## src/design/gst_pkg.sv

```systemverilog
// Purpose: Shared constants and types of the gated sixteen-bit timer core
// Assumes: One 125 MHz clock; every slower rate is an enable pulse
// Notes: Contract list below, one line per item
//
// Contract
// - Sixteen-bit up counter seen as two bytes; a byte write replaces that byte.
// - Off when on bit is 0; counts freely or, gated, only when gate permits.
// - Clock select 11 slow oscillator, 10 external pin, 01 system, 00 system/4.
// - System clock selection at prescale 1 advances the counter once every system clock.
// - External selection counts rising edges, synchronised or asynchronous.
// - External counting needs a falling edge after reset, write, disable, low re-enable.
// - Two-bit prescale field divides the selected clock by 1, 2, 4 or 8.
// - Prescale counter is hidden from software and cleared by any byte write.
// - Sync-disable bit set lets the external input skip the phase-alignment stage.
// - Asynchronous external counting runs in sleep and its overflow wakes the core.
// - Switching sync mode may lose or add one increment; tolerated.
// - Byte reads while counting asynchronously return a stable registered value.
// - Counter wraps from all ones to zero and sets a sticky overflow flag.
// - Gate polarity 0 counts while gate source low, 1 while high.
// - Gate source 00 pin, 01 companion wrap pulse, 10 comparator one, 11 comparator two.
package gst_pkg;
  // ****************************************************************
  // Widths and reset values
  // ****************************************************************
  localparam int COUNT_W = 16;
  localparam int BYTE_W = 8;
  localparam int PRE_W = 3;
  localparam logic [15:0] COUNT_RST = 16'h0000;
  localparam logic [15:0] COUNT_MAX = 16'hFFFF;
  localparam logic [15:0] COUNT_ONE = 16'h0001;
  localparam logic [1:0] SYSDIV_LAST = 2'h3;
  localparam logic [1:0] SYSDIV_RST = 2'h0;
  localparam logic [2:0] PRE_RST = 3'h0;
  localparam logic [2:0] PRE_ONE = 3'h1;

  // ****************************************************************
  // Encodings
  // ****************************************************************
  typedef enum logic [1:0] {
    GST_CS_SYS_DIV4 = 2'b00,
    GST_CS_SYS = 2'b01,
    GST_CS_EXT = 2'b10,
    GST_CS_LFOSC = 2'b11
  } gst_clk_sel_t;

  typedef enum logic [1:0] {
    GST_GS_PIN = 2'b00,
    GST_GS_WRAP = 2'b01,
    GST_GS_CMP1 = 2'b10,
    GST_GS_CMP2 = 2'b11
  } gst_gate_sel_t;
endpackage

```

## src/design/gst_prescaler.sv

```systemverilog
// Purpose: Divide a tick enable by 1, 2, 4 or 8
// Assumes: tick_i is a one-cycle enable on clk_i
// Notes: Count is hidden from software; clr_i restarts it
`timescale 1ns/100ps
module gst_prescaler #(
  parameter int PRE_W = gst_pkg::PRE_W
) (
  input wire logic clk_i, // System clock
  input wire logic rst_n_i, // Async reset, active low
  input wire logic tick_i, // Selected clock tick
  input wire logic clr_i, // Clear the count
  input wire logic [1:0] ratio_i, // Log2 of the division
  output logic pulse_o, // Divided tick, combinational
  output logic [PRE_W-1:0] count_o // Internal count, for checks only
);
  logic [PRE_W-1:0] cnt_r;
  logic [PRE_W-1:0] last;
  logic [PRE_W:0] span;

  // Terminal count is 2^ratio - 1; a count left above it by a ratio change ends at once
  always_comb begin
    span = (PRE_W+1)'(1) << ratio_i;
    last = PRE_W'(span - (PRE_W+1)'(1));
    pulse_o = tick_i && !clr_i && (cnt_r >= last);
  end

  // Prescale count, cleared by a byte write
  always_ff @(posedge clk_i or negedge rst_n_i) begin
    if (!rst_n_i) begin
      cnt_r <= gst_pkg::PRE_RST;
    end else if (clr_i) begin
      cnt_r <= gst_pkg::PRE_RST;
    end else if (tick_i) begin
      cnt_r <= pulse_o ? gst_pkg::PRE_RST : cnt_r + gst_pkg::PRE_ONE;
    end
  end

  assign count_o = cnt_r;
endmodule

```

## src/design/gst_timer_core.sv

```systemverilog
// Purpose: Sixteen-bit gated timer/counter core with prescaler and overflow flag
// Assumes: Pin-level inputs are asynchronous; companion pulse and comparators are on clk_i
// Notes: Asynchronous external mode still samples through two flops, minus the phase stage
`timescale 1ns/100ps
module gst_timer_core (
  input wire logic clk_i, // System clock, 125 MHz
  input wire logic rst_n_i, // Async reset, active low
  input wire logic counter_on_bit_i, // Counter on
  input wire logic gate_enable_bit_i, // Gated counting
  input wire logic gate_polarity_bit_i, // Gate active level
  input wire logic [1:0] gate_source_field_i, // Gate source select
  input wire logic [1:0] clock_select_field_i, // Count clock select
  input wire logic [1:0] prescale_field_i, // Prescale select
  input wire logic sync_disable_bit_i, // 1 = asynchronous external
  input wire logic sleep_i, // Core is asleep
  input wire logic external_count_input_i, // External clock pin
  input wire logic low_freq_internal_osc_i, // Slow oscillator
  input wire logic gate_input_pin_i, // Gate pin
  input wire logic companion_timer_wrap_pulse_i, // Companion timer wrap
  input wire logic comparator_one_output_i, // Comparator one
  input wire logic comparator_two_output_i, // Comparator two
  input wire logic wr_low_i, // Write low byte strobe
  input wire logic wr_high_i, // Write high byte strobe
  input wire logic [7:0] wr_data_i, // Write data
  input wire logic flag_clr_i, // Clear overflow flag
  output logic [7:0] count_low_byte_o, // Counter low byte
  output logic [7:0] count_high_byte_o, // Counter high byte
  output logic overflow_flag_o, // Sticky overflow flag
  output logic wake_o // Wake pulse on overflow in sleep
);
  // ****************************************************************
  // Pin synchronisers
  // ****************************************************************
  logic [1:0] ext_s_r, osc_s_r, gpin_s_r;
  logic ext_ph_r, ext_prev_r, osc_prev_r;

  // Two flops for every pin-level input
  always_ff @(posedge clk_i or negedge rst_n_i) begin
    if (!rst_n_i) begin
      ext_s_r <= 2'h0;
      osc_s_r <= 2'h0;
      gpin_s_r <= 2'h0;
    end else begin
      ext_s_r <= {ext_s_r[0], external_count_input_i};
      osc_s_r <= {osc_s_r[0], low_freq_internal_osc_i};
      gpin_s_r <= {gpin_s_r[0], gate_input_pin_i};
    end
  end

  // ****************************************************************
  // External edge path
  // ****************************************************************
  logic async_mode, ext_lvl, ext_rise, ext_fall, osc_rise, armed_r, wr_any;
  assign async_mode = sync_disable_bit_i;
  assign ext_lvl = async_mode ? ext_s_r[1] : ext_ph_r;
  assign ext_rise = ext_lvl && !ext_prev_r;
  assign ext_fall = !ext_lvl && ext_prev_r;
  assign osc_rise = osc_s_r[1] && !osc_prev_r;
  assign wr_any = wr_low_i || wr_high_i;

  // Phase-alignment stage used only in synchronous mode; it stops in sleep
  always_ff @(posedge clk_i or negedge rst_n_i) begin
    if (!rst_n_i) begin
      ext_ph_r <= 1'b0;
      ext_prev_r <= 1'b0;
      osc_prev_r <= 1'b0;
    end else begin
      if (!sleep_i) begin
        ext_ph_r <= ext_s_r[1];
      end
      ext_prev_r <= ext_lvl;
      osc_prev_r <= osc_s_r[1];
    end
  end

  // Falling edge arms counting; reset, write or disable disarm it
  always_ff @(posedge clk_i or negedge rst_n_i) begin
    if (!rst_n_i) begin
      armed_r <= 1'b0;
    end else if (wr_any || !counter_on_bit_i) begin
      armed_r <= 1'b0;
    end else if (ext_fall) begin
      armed_r <= 1'b1;
    end
  end

  // ****************************************************************
  // Gate and tick selection
  // ****************************************************************
  logic gate_src, gate_ok, run, tick, pre_pulse, inc;
  logic [1:0] sysdiv_r;
  logic [gst_pkg::PRE_W-1:0] pre_cnt;

  // Gate source mux and polarity
  always_comb begin
    unique case (gst_pkg::gst_gate_sel_t'(gate_source_field_i))
      gst_pkg::GST_GS_PIN: gate_src = gpin_s_r[1];
      gst_pkg::GST_GS_WRAP: gate_src = companion_timer_wrap_pulse_i;
      gst_pkg::GST_GS_CMP1: gate_src = comparator_one_output_i;
      gst_pkg::GST_GS_CMP2: gate_src = comparator_two_output_i;
    endcase
  end
  assign gate_ok = gate_polarity_bit_i ? gate_src : !gate_src;
  assign run = counter_on_bit_i && (!gate_enable_bit_i || gate_ok);

  // System clock divide-by-four enable
  always_ff @(posedge clk_i or negedge rst_n_i) begin
    if (!rst_n_i) begin
      sysdiv_r <= gst_pkg::SYSDIV_RST;
    end else begin
      sysdiv_r <= sysdiv_r + 2'h1;
    end
  end

  // Count clock select; only asynchronous external ticks survive sleep
  always_comb begin
    unique case (gst_pkg::gst_clk_sel_t'(clock_select_field_i))
      gst_pkg::GST_CS_SYS_DIV4: tick = !sleep_i && (sysdiv_r == gst_pkg::SYSDIV_LAST);
      gst_pkg::GST_CS_SYS: tick = !sleep_i;
      gst_pkg::GST_CS_EXT: tick = ext_rise && armed_r && (async_mode || !sleep_i);
      gst_pkg::GST_CS_LFOSC: tick = !sleep_i && osc_rise;
    endcase
  end

  gst_prescaler #(
    .PRE_W(gst_pkg::PRE_W)
  ) u_pre (
    .clk_i(clk_i),
    .rst_n_i(rst_n_i),
    .tick_i(tick && run),
    .clr_i(wr_any),
    .ratio_i(prescale_field_i),
    .pulse_o(pre_pulse),
    .count_o(pre_cnt)
  );

  assign inc = pre_pulse && !wr_any;

  // ****************************************************************
  // Counter, flag and wake
  // ****************************************************************
  logic [15:0] count_r;
  logic ovf_evt, flag_r, wake_r;
  assign ovf_evt = inc && (count_r == gst_pkg::COUNT_MAX);

  // Counter: writes win over increments
  always_ff @(posedge clk_i or negedge rst_n_i) begin
    if (!rst_n_i) begin
      count_r <= gst_pkg::COUNT_RST;
    end else if (wr_any) begin
      if (wr_low_i) begin
        count_r[7:0] <= wr_data_i;
      end
      if (wr_high_i) begin
        count_r[15:8] <= wr_data_i;
      end
    end else if (inc) begin
      count_r <= count_r + gst_pkg::COUNT_ONE;
    end
  end

  // Sticky overflow flag; a set beats a clear
  always_ff @(posedge clk_i or negedge rst_n_i) begin
    if (!rst_n_i) begin
      flag_r <= 1'b0;
    end else if (ovf_evt) begin
      flag_r <= 1'b1;
    end else if (flag_clr_i) begin
      flag_r <= 1'b0;
    end
  end

  // Wake pulse for an overflow while asleep
  always_ff @(posedge clk_i or negedge rst_n_i) begin
    if (!rst_n_i) begin
      wake_r <= 1'b0;
    end else begin
      wake_r <= ovf_evt && sleep_i;
    end
  end

  assign count_low_byte_o = count_r[7:0];
  assign count_high_byte_o = count_r[15:8];
  assign overflow_flag_o = flag_r;
  assign wake_o = wake_r;
endmodule

```

## config.mk

```make
export PLATFORM = sky130hd
export DESIGN_NAME = gst_timer_core
export DESIGN_NICKNAME = d
export VERILOG_FILES = /design/src/design/gst_pkg.sv /design/src/design/gst_prescaler.sv /design/src/design/gst_timer_core.sv
export SDC_FILE = /design/constraint.sdc
export NUM_CORES = 1
export LEC_CHECK = 0
export ABC_CLOCK_PERIOD_IN_PS = 2300
export BUFFER_PORTS_ARGS = -buffer_cell sky130_fd_sc_hd__buf_2
export CORE_ASPECT_RATIO = 0.75
export CORE_UTILIZATION = 55
export CTS_BUF_LIST = sky130_fd_sc_hd__clkbuf_8
export DETAILED_ROUTE_END_ITERATION = 10
export HOLD_SLACK_MARGIN = 0.06
export PLACE_DENSITY = 0.86
export SYNTH_ARGS = -nofsm -noshare
export SYNTH_HDL_FRONTEND = slang
export SYNTH_SLANG_ARGS = --single-unit
```

## constraint.sdc

```tcl
create_clock -name clk_i -period 2.3 [get_ports clk_i]
set_input_delay 0.575 -clock clk_i [delete_from_list [all_inputs] [get_ports clk_i]]
set_output_delay 0.575 -clock clk_i [all_outputs]
set_load 0.005 [all_outputs]
```

After elaboration in Yosys (flattened, before gate mapping)
Cells that the tools add are included.
{"block": "classes", "addsub": 4, "magnitude_cmp": 1, "n_eq_ne": 10, "n_shift": 1, "n_mux": 15, "n_reduce_logical": 34}
{"operator": "$mux 16", "count": 2}
{"operator": "$add 16x1->16 const B", "count": 1}
{"operator": "$eq 16x16->1 const B", "count": 1}
{"operator": "$mux 8", "count": 2}
{"operator": "$logic_and 1x1->1", "count": 14}
{"operator": "$eq 2x2->1 const B", "count": 5}
{"operator": "$mux 3", "count": 3}
{"operator": "$logic_not 1->1", "count": 8}
{"operator": "$pmux 1 s4", "count": 2}
{"operator": "$reduce_bool 2->1", "count": 4}
{"operator": "$mux 1", "count": 6}
{"operator": "$eq 2x1->1 const B", "count": 2}
{"operator": "$logic_not 2->1", "count": 2}
{"operator": "$logic_or 1x1->1", "count": 4}
{"operator": "$ne 2x2->1 const B", "count": 2}
{"operator": "$reduce_and 2->1", "count": 2}
{"operator": "$add 3x1->3 const B", "count": 1}
{"operator": "$ge 3x3->1", "count": 1}
{"operator": "$shl 1x2->3 const A", "count": 1}
{"operator": "$sub 3x1->3 const B", "count": 1}
{"operator": "$add 2x1->2 const B", "count": 1}
{"block": "word_totals", "reg_bits": 33, "input_bits": 30, "word_cells": 78}

Depth between registers and ports, before layout
Gate-level depths: netlist of the first run.
{"block": "logic_depth", "ltp_word": 12, "depth_mapped": 8}

Modules after synthesis
From an unflattened synthesis of the first run, not the netlist that was laid out.
{"block": "unflattened", "hier_cells": 193, "hier_area_um2": 1853.0}
{"mod": "gst_timer_core", "instances": 1, "cells_per_inst": 165, "area_each_um2": 1602.8}
{"mod": "gst_prescaler", "instances": 1, "cells_per_inst": 28, "area_each_um2": 250.2}

Worst setup path before layout of the first run
Ideal clock, no wire load.
{"block": "synth_timing", "kind": "input to register", "from": "in prescale_field_i[1]", "to": "reg count_r[6]", "arrival_ns": 2.261, "t_required_ns": 2.174, "setup_slack_ns": -0.087, "cell_stages": 8, "n_path_buf": 1, "path_cell_list": "or2_2 -> ha_1 -> nand2b_1 -> a211o_1 -> nand3_1 -> clkbuf_1 -> nor4_1 -> o32a_1"}
{"block": "synth_via", "elab_chain_len": 7}
{"element": "from (decl)", "line": "gst_timer_core.sv:13", "rtl": "input wire logic [1:0] prescale_field_i,"}
{"element": "$shl 1x2->3", "line": "gst_prescaler.sv:22", "rtl": "span = (PRE_W+1)'(1) << ratio_i;"}
{"element": "$sub 3x1->3", "line": "gst_prescaler.sv:23", "rtl": "last = PRE_W'(span - (PRE_W+1)'(1));"}
{"element": "$ge 3x3->1", "line": "gst_prescaler.sv:24", "rtl": "pulse_o = tick_i && !clr_i && (cnt_r >= last);"}
{"element": "$logic_and 1x1->1", "line": "gst_prescaler.sv:24"}
{"element": "$logic_and 1x1->1", "line": "gst_timer_core.sv:137", "rtl": "assign inc = pre_pulse && !wr_any;"}
{"element": "$reduce_bool 2->1 (no line)"}
{"element": "$reduce_and 2->1 (no line)"}
{"element": "to (signal assigned)", "line": "gst_timer_core.sv:149", "rtl": "count_r <= gst_pkg::COUNT_RST;"}
{"element": "to (signal assigned)", "line": "gst_timer_core.sv:152", "rtl": "count_r[7:0] <= wr_data_i;"}
{"element": "to (signal assigned)", "line": "gst_timer_core.sv:158", "rtl": "count_r <= count_r + gst_pkg::COUNT_ONE;"}
{"element": "to (decl)", "line": "gst_timer_core.sv:142", "rtl": "logic [15:0] count_r;"}
Every way passes these cells.
A chain may end at the register's enable or synchronous reset.

Final worst setup path of the first run
{"block": "layout_timing", "from": "in prescale_field_i[1]", "to": "reg count_r[11]"}
Same word-level chain as after synthesis.

==> flow_metrics.py, run 1 <==
metrics = {
    "setup_path": {
        "cp_max_fo": 6,
        "path_cells": "buf_2 > or2_2 > ha_1 > nand2b_1 > a211o_1 > nand2_1 > buf_4 > o41ai_2 > o311ai_2",
        "r2r_cells": 7,
        "critPathLaunch": "prescale_field_i[1]",
        "startpoint_type": "primary input",
        "rrSetupSlack_ns": 0.13,
        "worstPathRequired_ns": 2.45,
        "worst_path_max_delay_cell": "o41ai_2",
        "slowest_delay_ns": 0.37,
        "cp-end-kind": "register",
        "worst-path-buf-inv": 2,
        "timing.rr.end": "count_r[11]",
        "reg2reg_from": "gpin_s_r[1]",
        "setup.worst_path.class": "in2reg",
        "crit_arrival_ns": 2.39,
        "cpLargestDelayFamily": "compound AO/OA/AOI/OAI gates",
    },
    "clocking": {
        "clkTransAtPathRegs_ns": 0.06,
        "cts_root_buf": "clkbuf_8",
        "clkLatencyLatePin_ns": 0.30,
        "cts_tree": "done",
        "htree_levels": 2,
        "clockBufferDepth": 2,
        "numCtsBuffers": 5,
        "ctsHoldBuffers": 0,
        "cts.sinks": 33,
    },
    "layout": {
        "seq_area_sq_um": 826,
        "syn_to_final_growth_pct": 29.6,
        "final_net_count": 315,
        "stdcell_area_sq_mm": 0.00253,
        "utilization_pct": 75.8,
        "drive_gt1_share_pct": 34.4,
        "n_antenna_cell": 0,
        "multi_input_area_sq_mm": 0.00107,
        "fill_cells": 238,
    },
    "logic_synthesis": {
        "synth_top_area_share_pct": 42.4,
        "synthArstFlopShare_pct": 100,
        "synthTopCellsByArea": "dfrtp_1 42%, ha_1 5.8%, inv_1 3.7%, nand2_1 3.3%, nand3_1 2.8%",
        "yosys_warnings": 0,
        "syn_area_sq_mm": 0.00195,
        "synth_enable_flop_cells": 0,
        "synth.distinct_cells": 49,
        "synth_top_cell_by_area": "dfrtp_1",
        "ys_seq_elements": 33,
        "synth_ff_type": "dfrtp_1",
        "syn-num-nets": 246,
        "syn_inst": 207,
        "ys_seq_area_share_pct": 42.4,
        "syn_avg_cell_area_sq_um": 9.42,
    },
    "power_and_ir_drop": {
        "p_leak_nw": 1.17,
        "peakVddDrop_mv": 0.485,
        "p_per_area_mw_per_mm2": 554,
    },
    "drt": {
        "drc": 12,
        "dr.pass1.iters": 7,
        "dr.first_iter.drc_count": 291,
        "vias_per_cell": 6.31,
        "vias": 1993,
        "ant_nets": 0,
        "post_drt_wl_per_cell_microns": 16.1,
        "wl_mm": 5.09,
    },
    "floorplan": {
        "io_pins": 48,
        "dieWidth_microns": 70.7,
        "start_util_pct": 58.5,
        "rows": 18,
        "die-height_microns": 53.6,
        "die_area_sq_mm": 0.00379,
        "core_area_sq_mm": 0.00333,
    },
    "sta": {
        "period_share_pct": 97.5,
        "relSlewSlack_pct": 51.8,
        "max_slew.worst_pin.slew_ns": 0.723,
        "hold_viol": 0,
        "min_period_ns": 2.24,
        "setup_violations": 0,
        "fmax_mhz": 446,
        "maxSlewViolCount": 0,
        "finClkSkew_ns": 0.0105,
    },
    "placed_design": {
        "port_buffers": 47,
        "dp_hpwl_mm": 3.61,
        "gp_congestion": 0.906,
        "dpl_cell_area_sq_mm": 0.00235,
    },
    "run_status": {
        "status": "complete, but fails checks",
        "violations": "design-rule violations",
    },
    "min_path": {
        "hp-class": "in2async",
    },
    "grt": {
        "grt_pass1_wl_mm": 7.94,
        "grt_overflow": 0,
        "antenna_found_initial": 0,
        "grt_max_degree": 34,
        "gr-usage-all-layers_pct": 28.4,
        "grt_pass1_vias": 1685,
    },
    "run": {
        "drv_cap": 0,
    },
}
==> state kept, by name (all words and copies together) (netlist names) <==
| name | cells |
|---|---|
| ext_ph_r | 1 |
| sysdiv_r | 2 |
| overflow_flag_o | 1 |
| u_pre.count_o | 3 |
| wake_o | 1 |
| osc_s_r | 2 |
| gpin_s_r | 2 |
| ext_prev_r | 1 |
| ext_s_r | 2 |
| osc_prev_r | 1 |
| armed_r | 1 |
| count_r | 16 |
==> stage by stage <==
step	hold slack (ns)	std cells	total power, mW	TNS [ns]	setup slack [ns]
2_1_floorplan	0.279	207	0.802	0	0.00108
3_3_place_gp	0.332	305	0.930	-2.74	-0.243
3_5_place_dp	0.336	305	0.939	-4.22	-0.327
4_1_cts	0.350	312	1.39	0	0.0279
5_1_grt	0.367	316	1.46	-0.00475	-0.00475
6_report	0.336	316	1.40	0	0.0586
==> power by group <==
part | switching [mW] | leakage [nW] | total, mW | internal [mW]
Combinational | 0.151 | 0.718 | 0.289 | 0.137
Clock | 0.212 | 0.0485 | 0.445 | 0.233
Sequential | 0.0469 | 0.399 | 0.665 | 0.618
Total | 0.410 | 1.17 | 1.40 | 0.988
==> worst reg2reg max path: cells and delay by family (launching register included) <==
family,cells,cell delay (ns)
AOI/OAI and AO/OA,3,0.65
xor gates and xnor gates,1,0.19
buffers and inverters,2,0.33
DFF,1,0.36
muxes,1,0.49
==> timing repair <==
item | CTS | global route
gates cloned | 0 | 1
resized for setup | 2 | 9
setup endpoints to repair | 1 | 11
setup buffers | 0 | 3
pin swaps | 0 | 1
==> worst max-delay path by stage <==
stage	cells past startpoint	slack, ns	endpoint
CTS	10	0.03	count_r[11]
detailed placement	10	-0.33	count_r[11]
finish	9	0.06	count_r[11]
floorplan	8	0.001	count_r[6]
global route	9	-0.005	count_r[11]
global placement	11	-0.24	wake_o
==> metal layers <==
layer | track usage, % | wire length, microns | vias up
met3 | 5.62 | 484 | 14
met5 | 0 | 0 | -
met2 | 45.4 | 2310 | 114
li1 | - | - | 912
met4 | 12.3 | 115 | 0
met1 | 38.6 | 2180 | 953
==> final cells by class <==
type                            instances  area share, %
Tap cell                               40           1.98
Inverter                               19           2.82
Multi-Input combinational cell        146           42.5
Timing Repair Buffer                   71           16.6
Clock inverter                          1          0.149
Clock buffer                            6           3.27
Sequential cell                        33           32.7
==> cells by family after synthesis <==
group	Yosys count	synth area share, %
AND/OR/NAND/NOR	85	23.2
AO/OA/AOI/OAI	48	20.2
adder cells (fa/ha/maj)	9	5.78
XOR/XNOR	1	0.835
buffers and inverters	28	5.46
multiplexers	3	2.25
flip-flops	33	42.4
==> cells in the final DEF (no fill, tap or decap), types with 3 or more instances in the layout <==
cell and count:
inv_1 20, a21oi_1 6, nor2_1 14, buf_2 47, or3_1 3, dfrtp_1 33, o211a_1 3, nand4_1 7
o31ai_1 5, nand2b_1 3, nand2_1 17, nor3_1 4, a31oi_1 4, nand3_1 11, ha_1 9, or2_2 3
o311ai_2 4, or4_1 5, o311ai_1 3, buf_4 22, nor4_1 5, clkbuf_8 6
==> cell usage after synthesis, types with 4 or more instances <==
library cell / n
a21oi_1: 6
a31oi_1: 4
clkbuf_1: 8
dfrtp_1: 33
ha_1: 9
inv_1: 19
nand2_1: 17
nand3_1: 11
nand4_1: 7
nor2_1: 14
nor3_1: 4
nor4_1: 6
o311ai_1: 6
o31ai_1: 6
or3_1: 5
or4_1: 5
Power figures use the tool's default switching activity.
==> run 2, diff against run 1 <==
- SETUP_SLACK_MARGIN: default -> 0.1
==> flow_metrics.py, run 2 (same netlist as run 1, synthesis figures left out) <==
metrics = {
    "run_status": {
        "status": "complete, but fails checks",
        "violations": "design-rule violations",
    },
    "clocking": {
        "clkTransAtPathRegs_ns": 0.07,
        "cts_root_buf": "clkbuf_8",
        "cts_tree": "done",
        "clockBufferDepth": 2,
        "numCtsBuffers": 5,
        "clkLatencyLatePin_ns": 0.30,
        "cts.sinks": 33,
        "ctsHoldBuffers": 0,
        "htree_levels": 2,
    },
    "drt": {
        "dr.first_iter.drc_count": 218,
        "ant_nets": 0,
        "dr.pass1.iters": 8,
        "drc": 4,
        "wl_mm": 5.60,
        "post_drt_wl_per_cell_microns": 17.8,
        "vias": 2040,
        "vias_per_cell": 6.50,
    },
    "setup_path": {
        "worstPathRequired_ns": 2.52,
        "cp-end-kind": "register",
        "timing.rr.end": "count_r[5]",
        "crit_arrival_ns": 2.42,
        "setup.worst_path.class": "in2reg",
        "rrSetupSlack_ns": 0.14,
        "cp-endpoint": "count_r[5]",
        "slowest_delay_ns": 0.55,
        "worst_path_max_delay_cell": "mux4_2",
        "critPathLaunch": "gate_source_field_i[0]",
        "path_cells": "buf_2 > mux4_2 > xnor2_4 > o2111ai_4 > buf_4 > or4_1 > a31oi_1",
        "startpoint_type": "primary input",
        "r2r_cells": 6,
        "cp_max_fo": 6,
        "reg2reg_from": "gpin_s_r[1]",
    },
    "grt": {
        "grt_pass1_vias": 1792,
        "antenna_found_initial": 0,
        "grt_max_degree": 34,
        "grt_pass1_wl_mm": 8.69,
        "gr-usage-all-layers_pct": 31.4,
        "grt_overflow": 0,
    },
    "floorplan": {
        "rows": 18,
        "start_util_pct": 58.5,
        "die_area_sq_mm": 0.00379,
        "core_area_sq_mm": 0.00333,
        "die-height_microns": 53.6,
        "io_pins": 48,
        "dieWidth_microns": 70.7,
    },
    "layout": {
        "top_register": "count_r",
        "largest_register_ffs": 16,
        "final_cell_mix": "47 x buf_2, 33 x dfrtp_1, 20 x buf_4",
        "syn_to_final_growth_pct": 30.9,
        "final_common_cell": "buf_2",
        "stdcell_area_sq_mm": 0.00255,
        "n_antenna_cell": 0,
        "utilization_pct": 76.5,
        "final_net_count": 312,
        "fill_cells": 235,
        "drive_gt1_share_pct": 33.2,
    },
    "placed_design": {
        "dpl_cell_area_sq_mm": 0.00239,
        "dp_hpwl_mm": 3.97,
        "gp_congestion": 0.925,
        "pre_cts_ws_ns": -0.205,
        "port_buffers": 47,
    },
    "min_path": {
        "hp-class": "in2async",
    },
    "sta": {
        "hold_viol": 0,
        "fin_tns_setup_ns": 0,
        "fmax_mhz": 456,
        "max_slew.worst_pin.slew_ns": 0.733,
        "setup_ws_ns": 0.106,
        "setup_violations": 0,
        "grt_setup_unrepaired": "true",
        "finClkSkew_ns": 0.00461,
        "maxSlewViolCount": 0,
        "period_share_pct": 95.4,
        "relSlewSlack_pct": 51.1,
        "min_period_ns": 2.19,
        "whs_ns": 0.329,
    },
    "power_and_ir_drop": {
        "peakVddDrop_mv": 0.438,
        "p_per_area_mw_per_mm2": 601,
        "p_leak_nw": 1.16,
    },
    "run": {
        "drv_cap": 0,
    },
}
-- run 2: critical path: cells and delay by family --
family / cells / cell delay (ns)
multiplexers: 1 / 0.55
AND/OR/NAND/NOR: 1 / 0.39
AO/OA/AOI/OAI: 2 / 0.37
buffers and inverters: 2 / 0.30
XOR/XNOR: 1 / 0.22
-- run 2: how the worst min path moves through the flow --
stage          slack, ns  cells past startpoint              end
6_report            0.33                      1  overflow_flag_o
5_1_grt             0.36                      0       osc_s_r[1]
4_1_cts             0.35                      1       ext_s_r[0]
3_5_place_dp        0.34                      0       osc_s_r[1]
3_3_place_gp        0.33                      0       osc_s_r[1]
2_1_floorplan       0.28                      0          armed_r
-- run 2: layout make-up --
cell class / count / area, sq um / area share, %
multi-input cells: 147 / 1100 / 43.3
flip-flops and latches: 33 / 826 / 32.4
repair buffers: 67 / 385 / 15.1
inverters: 19 / 71.3 / 2.80
clock buffers: 5 / 68.8 / 2.70
well taps: 40 / 50.0 / 1.96
clock inverters: 3 / 46.3 / 1.81
-- run 2: layer usage --
metal | GRT usage (%) | wire length, microns | vias up
met5 | 0 | 0 | -
met4 | 11.7 | 72 | 0
met3 | 8.99 | 656 | 7
met2 | 47.8 | 2470 | 132
met1 | 43.4 | 2400 | 986
li1 | - | - | 915
-- run 2: per-stage QoR --
| step | instances | power (mW) |
|---|---|---|
| floorplan | 207 | 0.815 |
| detailed placement | 305 | 0.955 |
| CTS | 313 | 1.52 |
| finish | 314 | 1.53 |
| global placement | 305 | 0.945 |
| global route | 314 | 1.59 |
-- run 2: timing repair --
action | in CTS | in global routing
endpoints found under the setup margin | 0 | 15
endpoints found under the hold margin | 0 | 0
setup buffers | 0 | 0
resized for setup | 0 | 4
-- run 2: power by group --
part | switching [mW] | internal, mW | total (mW)
Clock | 0.241 | 0.324 | 0.565
Sequential | 0.0484 | 0.618 | 0.666
Combinational | 0.167 | 0.136 | 0.303
Total | 0.456 | 1.08 | 1.53
==> run 3, diff against run 2 <==
- ABC_AREA: default -> 1
==> flow_metrics.py, run 3 <==
metrics = {
    "power_and_ir_drop": {
        "peakVddDrop_mv": 0.370,
        "p_per_area_mw_per_mm2": 569,
        "p_leak_nw": 1.34,
        "power_mw": 1.35,
    },
    "layout": {
        "largest_register_ffs": 16,
        "stdcell_area_sq_mm": 0.00237,
        "final_common_cell": "nand2_1",
        "syn_to_final_growth_pct": 20.4,
        "n_antenna_cell": 0,
        "top_register": "count_r",
        "fill_cells": 282,
        "final_net_count": 355,
        "drive_gt1_share_pct": 25.6,
        "final_cell_mix": "88 x nand2_1, 47 x buf_2, 34 x nand3_1",
    },
    "setup_path": {
        "path_cells": "buf_2 > or2_2 > ha_1 > inv_1 > nand2_1 > a21oi_1 > inv_1 > nand2_1 > nand2_1 > nand4_4 > nand2_2 > nand2_1 > nand2_1",
        "setup.worst_path.class": "in2reg",
        "cp-end-kind": "register",
        "startpoint_type": "primary input",
        "slowest_delay_ns": 0.29,
        "cp_max_fo": 8,
        "rrSetupSlack_ns": 0.51,
        "crit_arrival_ns": 2.16,
        "worst_path_max_delay_cell": "or2_2",
        "cpMostUsedCell": "nand2_1",
        "worstPathRequired_ns": 2.48,
    },
    "floorplan": {
        "core_area_sq_mm": 0.00336,
        "io_pins": 48,
        "start_util_pct": 58.5,
        "rows": 18,
        "dieWidth_microns": 71.0,
        "die_area_sq_mm": 0.00382,
        "die-height_microns": 53.8,
    },
    "clocking": {
        "cts_tree": "done",
        "cts.sinks": 33,
        "cts_resized": 0,
        "ctsHoldBuffers": 0,
        "cts_setup_buffers": 0,
        "htree_levels": 2,
        "cts_root_buf": "clkbuf_8",
        "clkLatencyLatePin_ns": 0.29,
        "numCtsBuffers": 5,
        "clockBufferDepth": 2,
        "clkTransAtPathRegs_ns": 0.07,
    },
    "sta": {
        "hold_viol": 0,
        "maxSlewViolCount": 0,
        "min_period_ns": 1.98,
        "max_slew.worst_pin.slew_ns": 0.710,
        "fin_tns_setup_ns": 0,
        "fmax_mhz": 505,
        "grt_setup_unrepaired": "false",
        "setup_ws_ns": 0.318,
        "finClkSkew_ns": 0.00992,
        "period_share_pct": 86.2,
        "setup_violations": 0,
        "relSlewSlack_pct": 52.6,
    },
    "drt": {
        "dr.first_iter.drc_count": 143,
        "vias": 1845,
        "ant_nets": 0,
        "post_drt_wl_per_cell_microns": 12.0,
        "drc": 4,
        "wl_mm": 4.27,
        "vias_per_cell": 5.18,
        "dr.pass1.iters": 8,
    },
    "placed_design": {
        "dp_hpwl_mm": 3.22,
        "port_buffers": 47,
        "gp_congestion": 0.860,
        "dpl_cell_area_sq_mm": 0.00228,
        "pre_cts_ws_ns": 0.0426,
    },
    "logic_synthesis": {
        "syn_inst": 259,
        "syn_avg_cell_area_sq_um": 7.58,
        "synth_ff_type": "dfrtp_1",
        "yosys_warnings": 0,
        "yosys-top-cells-count": "88 x nand2_1, 34 x nand3_1, 33 x dfrtp_1, 28 x inv_1, 12 x o21ai_0",
        "synth_enable_flop_cells": 0,
        "synth_top_area_share_pct": 42.0,
        "yosysMostFrequentCell": "nand2_1",
        "synthTopCellsByArea": "dfrtp_1 42%, nand2_1 17%, nand3_1 8.7%, ha_1 5.7%, inv_1 5.4%",
        "syn_area_sq_mm": 0.00196,
        "ys_seq_elements": 33,
        "synth.distinct_cells": 31,
        "synth_top_cell_by_area": "dfrtp_1",
        "synthArstFlopShare_pct": 100,
        "ys_seq_area_share_pct": 42.0,
        "syn-num-nets": 298,
    },
    "min_path": {
        "hp-class": "in2async",
    },
    "grt": {
        "grt_overflow": 0,
        "gr-usage-all-layers_pct": 25.6,
        "grt_pass1_vias": 1677,
        "grt_pass1_wl_mm": 7.19,
        "grt_max_degree": 34,
        "antenna_found_initial": 0,
    },
    "run_status": {
        "status": "complete, but fails checks",
        "violations": "design-rule violations",
    },
    "run": {
        "drv_cap": 0,
    },
}
[run 3: worst max-delay path, delay by kind of cell]
kind	cells	cell delay [ns]
AO/OA/AOI/OAI	1	0.11
adder cells (fa/ha/maj)	1	0.27
buffers and inverters	3	0.21
AND/OR/NAND/NOR	8	0.98
[run 3: final timing paths]
check | depth (start not counted) | end | start
min | 1 | count_r[5] | rst_n_i
max | 13 | count_r[5] | prescale_field_i[1]
max reg2reg | 12 | count_r[5] | u_pre.count_o[0]
min in group clk_i | 0 | gpin_s_r[1] | gpin_s_r[0]
max in group asynchronous | 1 | ext_s_r[1] | rst_n_i
min reg2reg | 0 | gpin_s_r[1] | gpin_s_r[0]
[run 3: power breakdown]
| group | switching (mW) | internal (mW) |
|---|---|---|
| Clock | 0.190 | 0.232 |
| Combinational | 0.145 | 0.106 |
| Sequential | 0.0499 | 0.624 |
| Total | 0.385 | 0.962 |
[run 3: layout make-up]
class / instances / area (sq um) / area share (%)
repair buffers: 53 / 293 / 12.4
clock inverters: 1 / 3.75 / 0.159
inverters: 31 / 116 / 4.92
clock buffers: 6 / 82.6 / 3.49
multi-input cells: 192 / 995 / 42.0
well taps: 40 / 50.0 / 2.12
flip-flops and latches: 33 / 826 / 34.9
[run 3: per-layer routing]
metal,routed length [microns],up-vias,global-route usage (%)
met2,1880,81,42.5
met1,1960,810,33.1
li1,-,944,-
met5,0,-,0
met4,91,0,12.0
met3,334,10,5.24
[run 3: per-stage QoR]
stage / utilization (%) / cells / hold slack [ns]
finish: 70.5 / 356 / 0.342
global route: 70.5 / 356 / 0.356
CTS: 70.5 / 356 / 0.349
detailed placement: 67.9 / 349 / 0.336
global placement: 67.9 / 349 / 0.334
floorplan: - / 259 / 0.279
[run 3: kinds of logic (layout without fill, tap and decap cells)]
logic type,count (synthesis),in the layout,synth area share [%]
AO/OA/AOI/OAI,24,24,6.75
AND/OR/NAND/NOR,155,155,36.4
XOR/XNOR,4,4,1.78
flip-flops,33,33,42.0
adder cells (fa/ha/maj),9,9,5.73
buffers and inverters,34,91,7.32
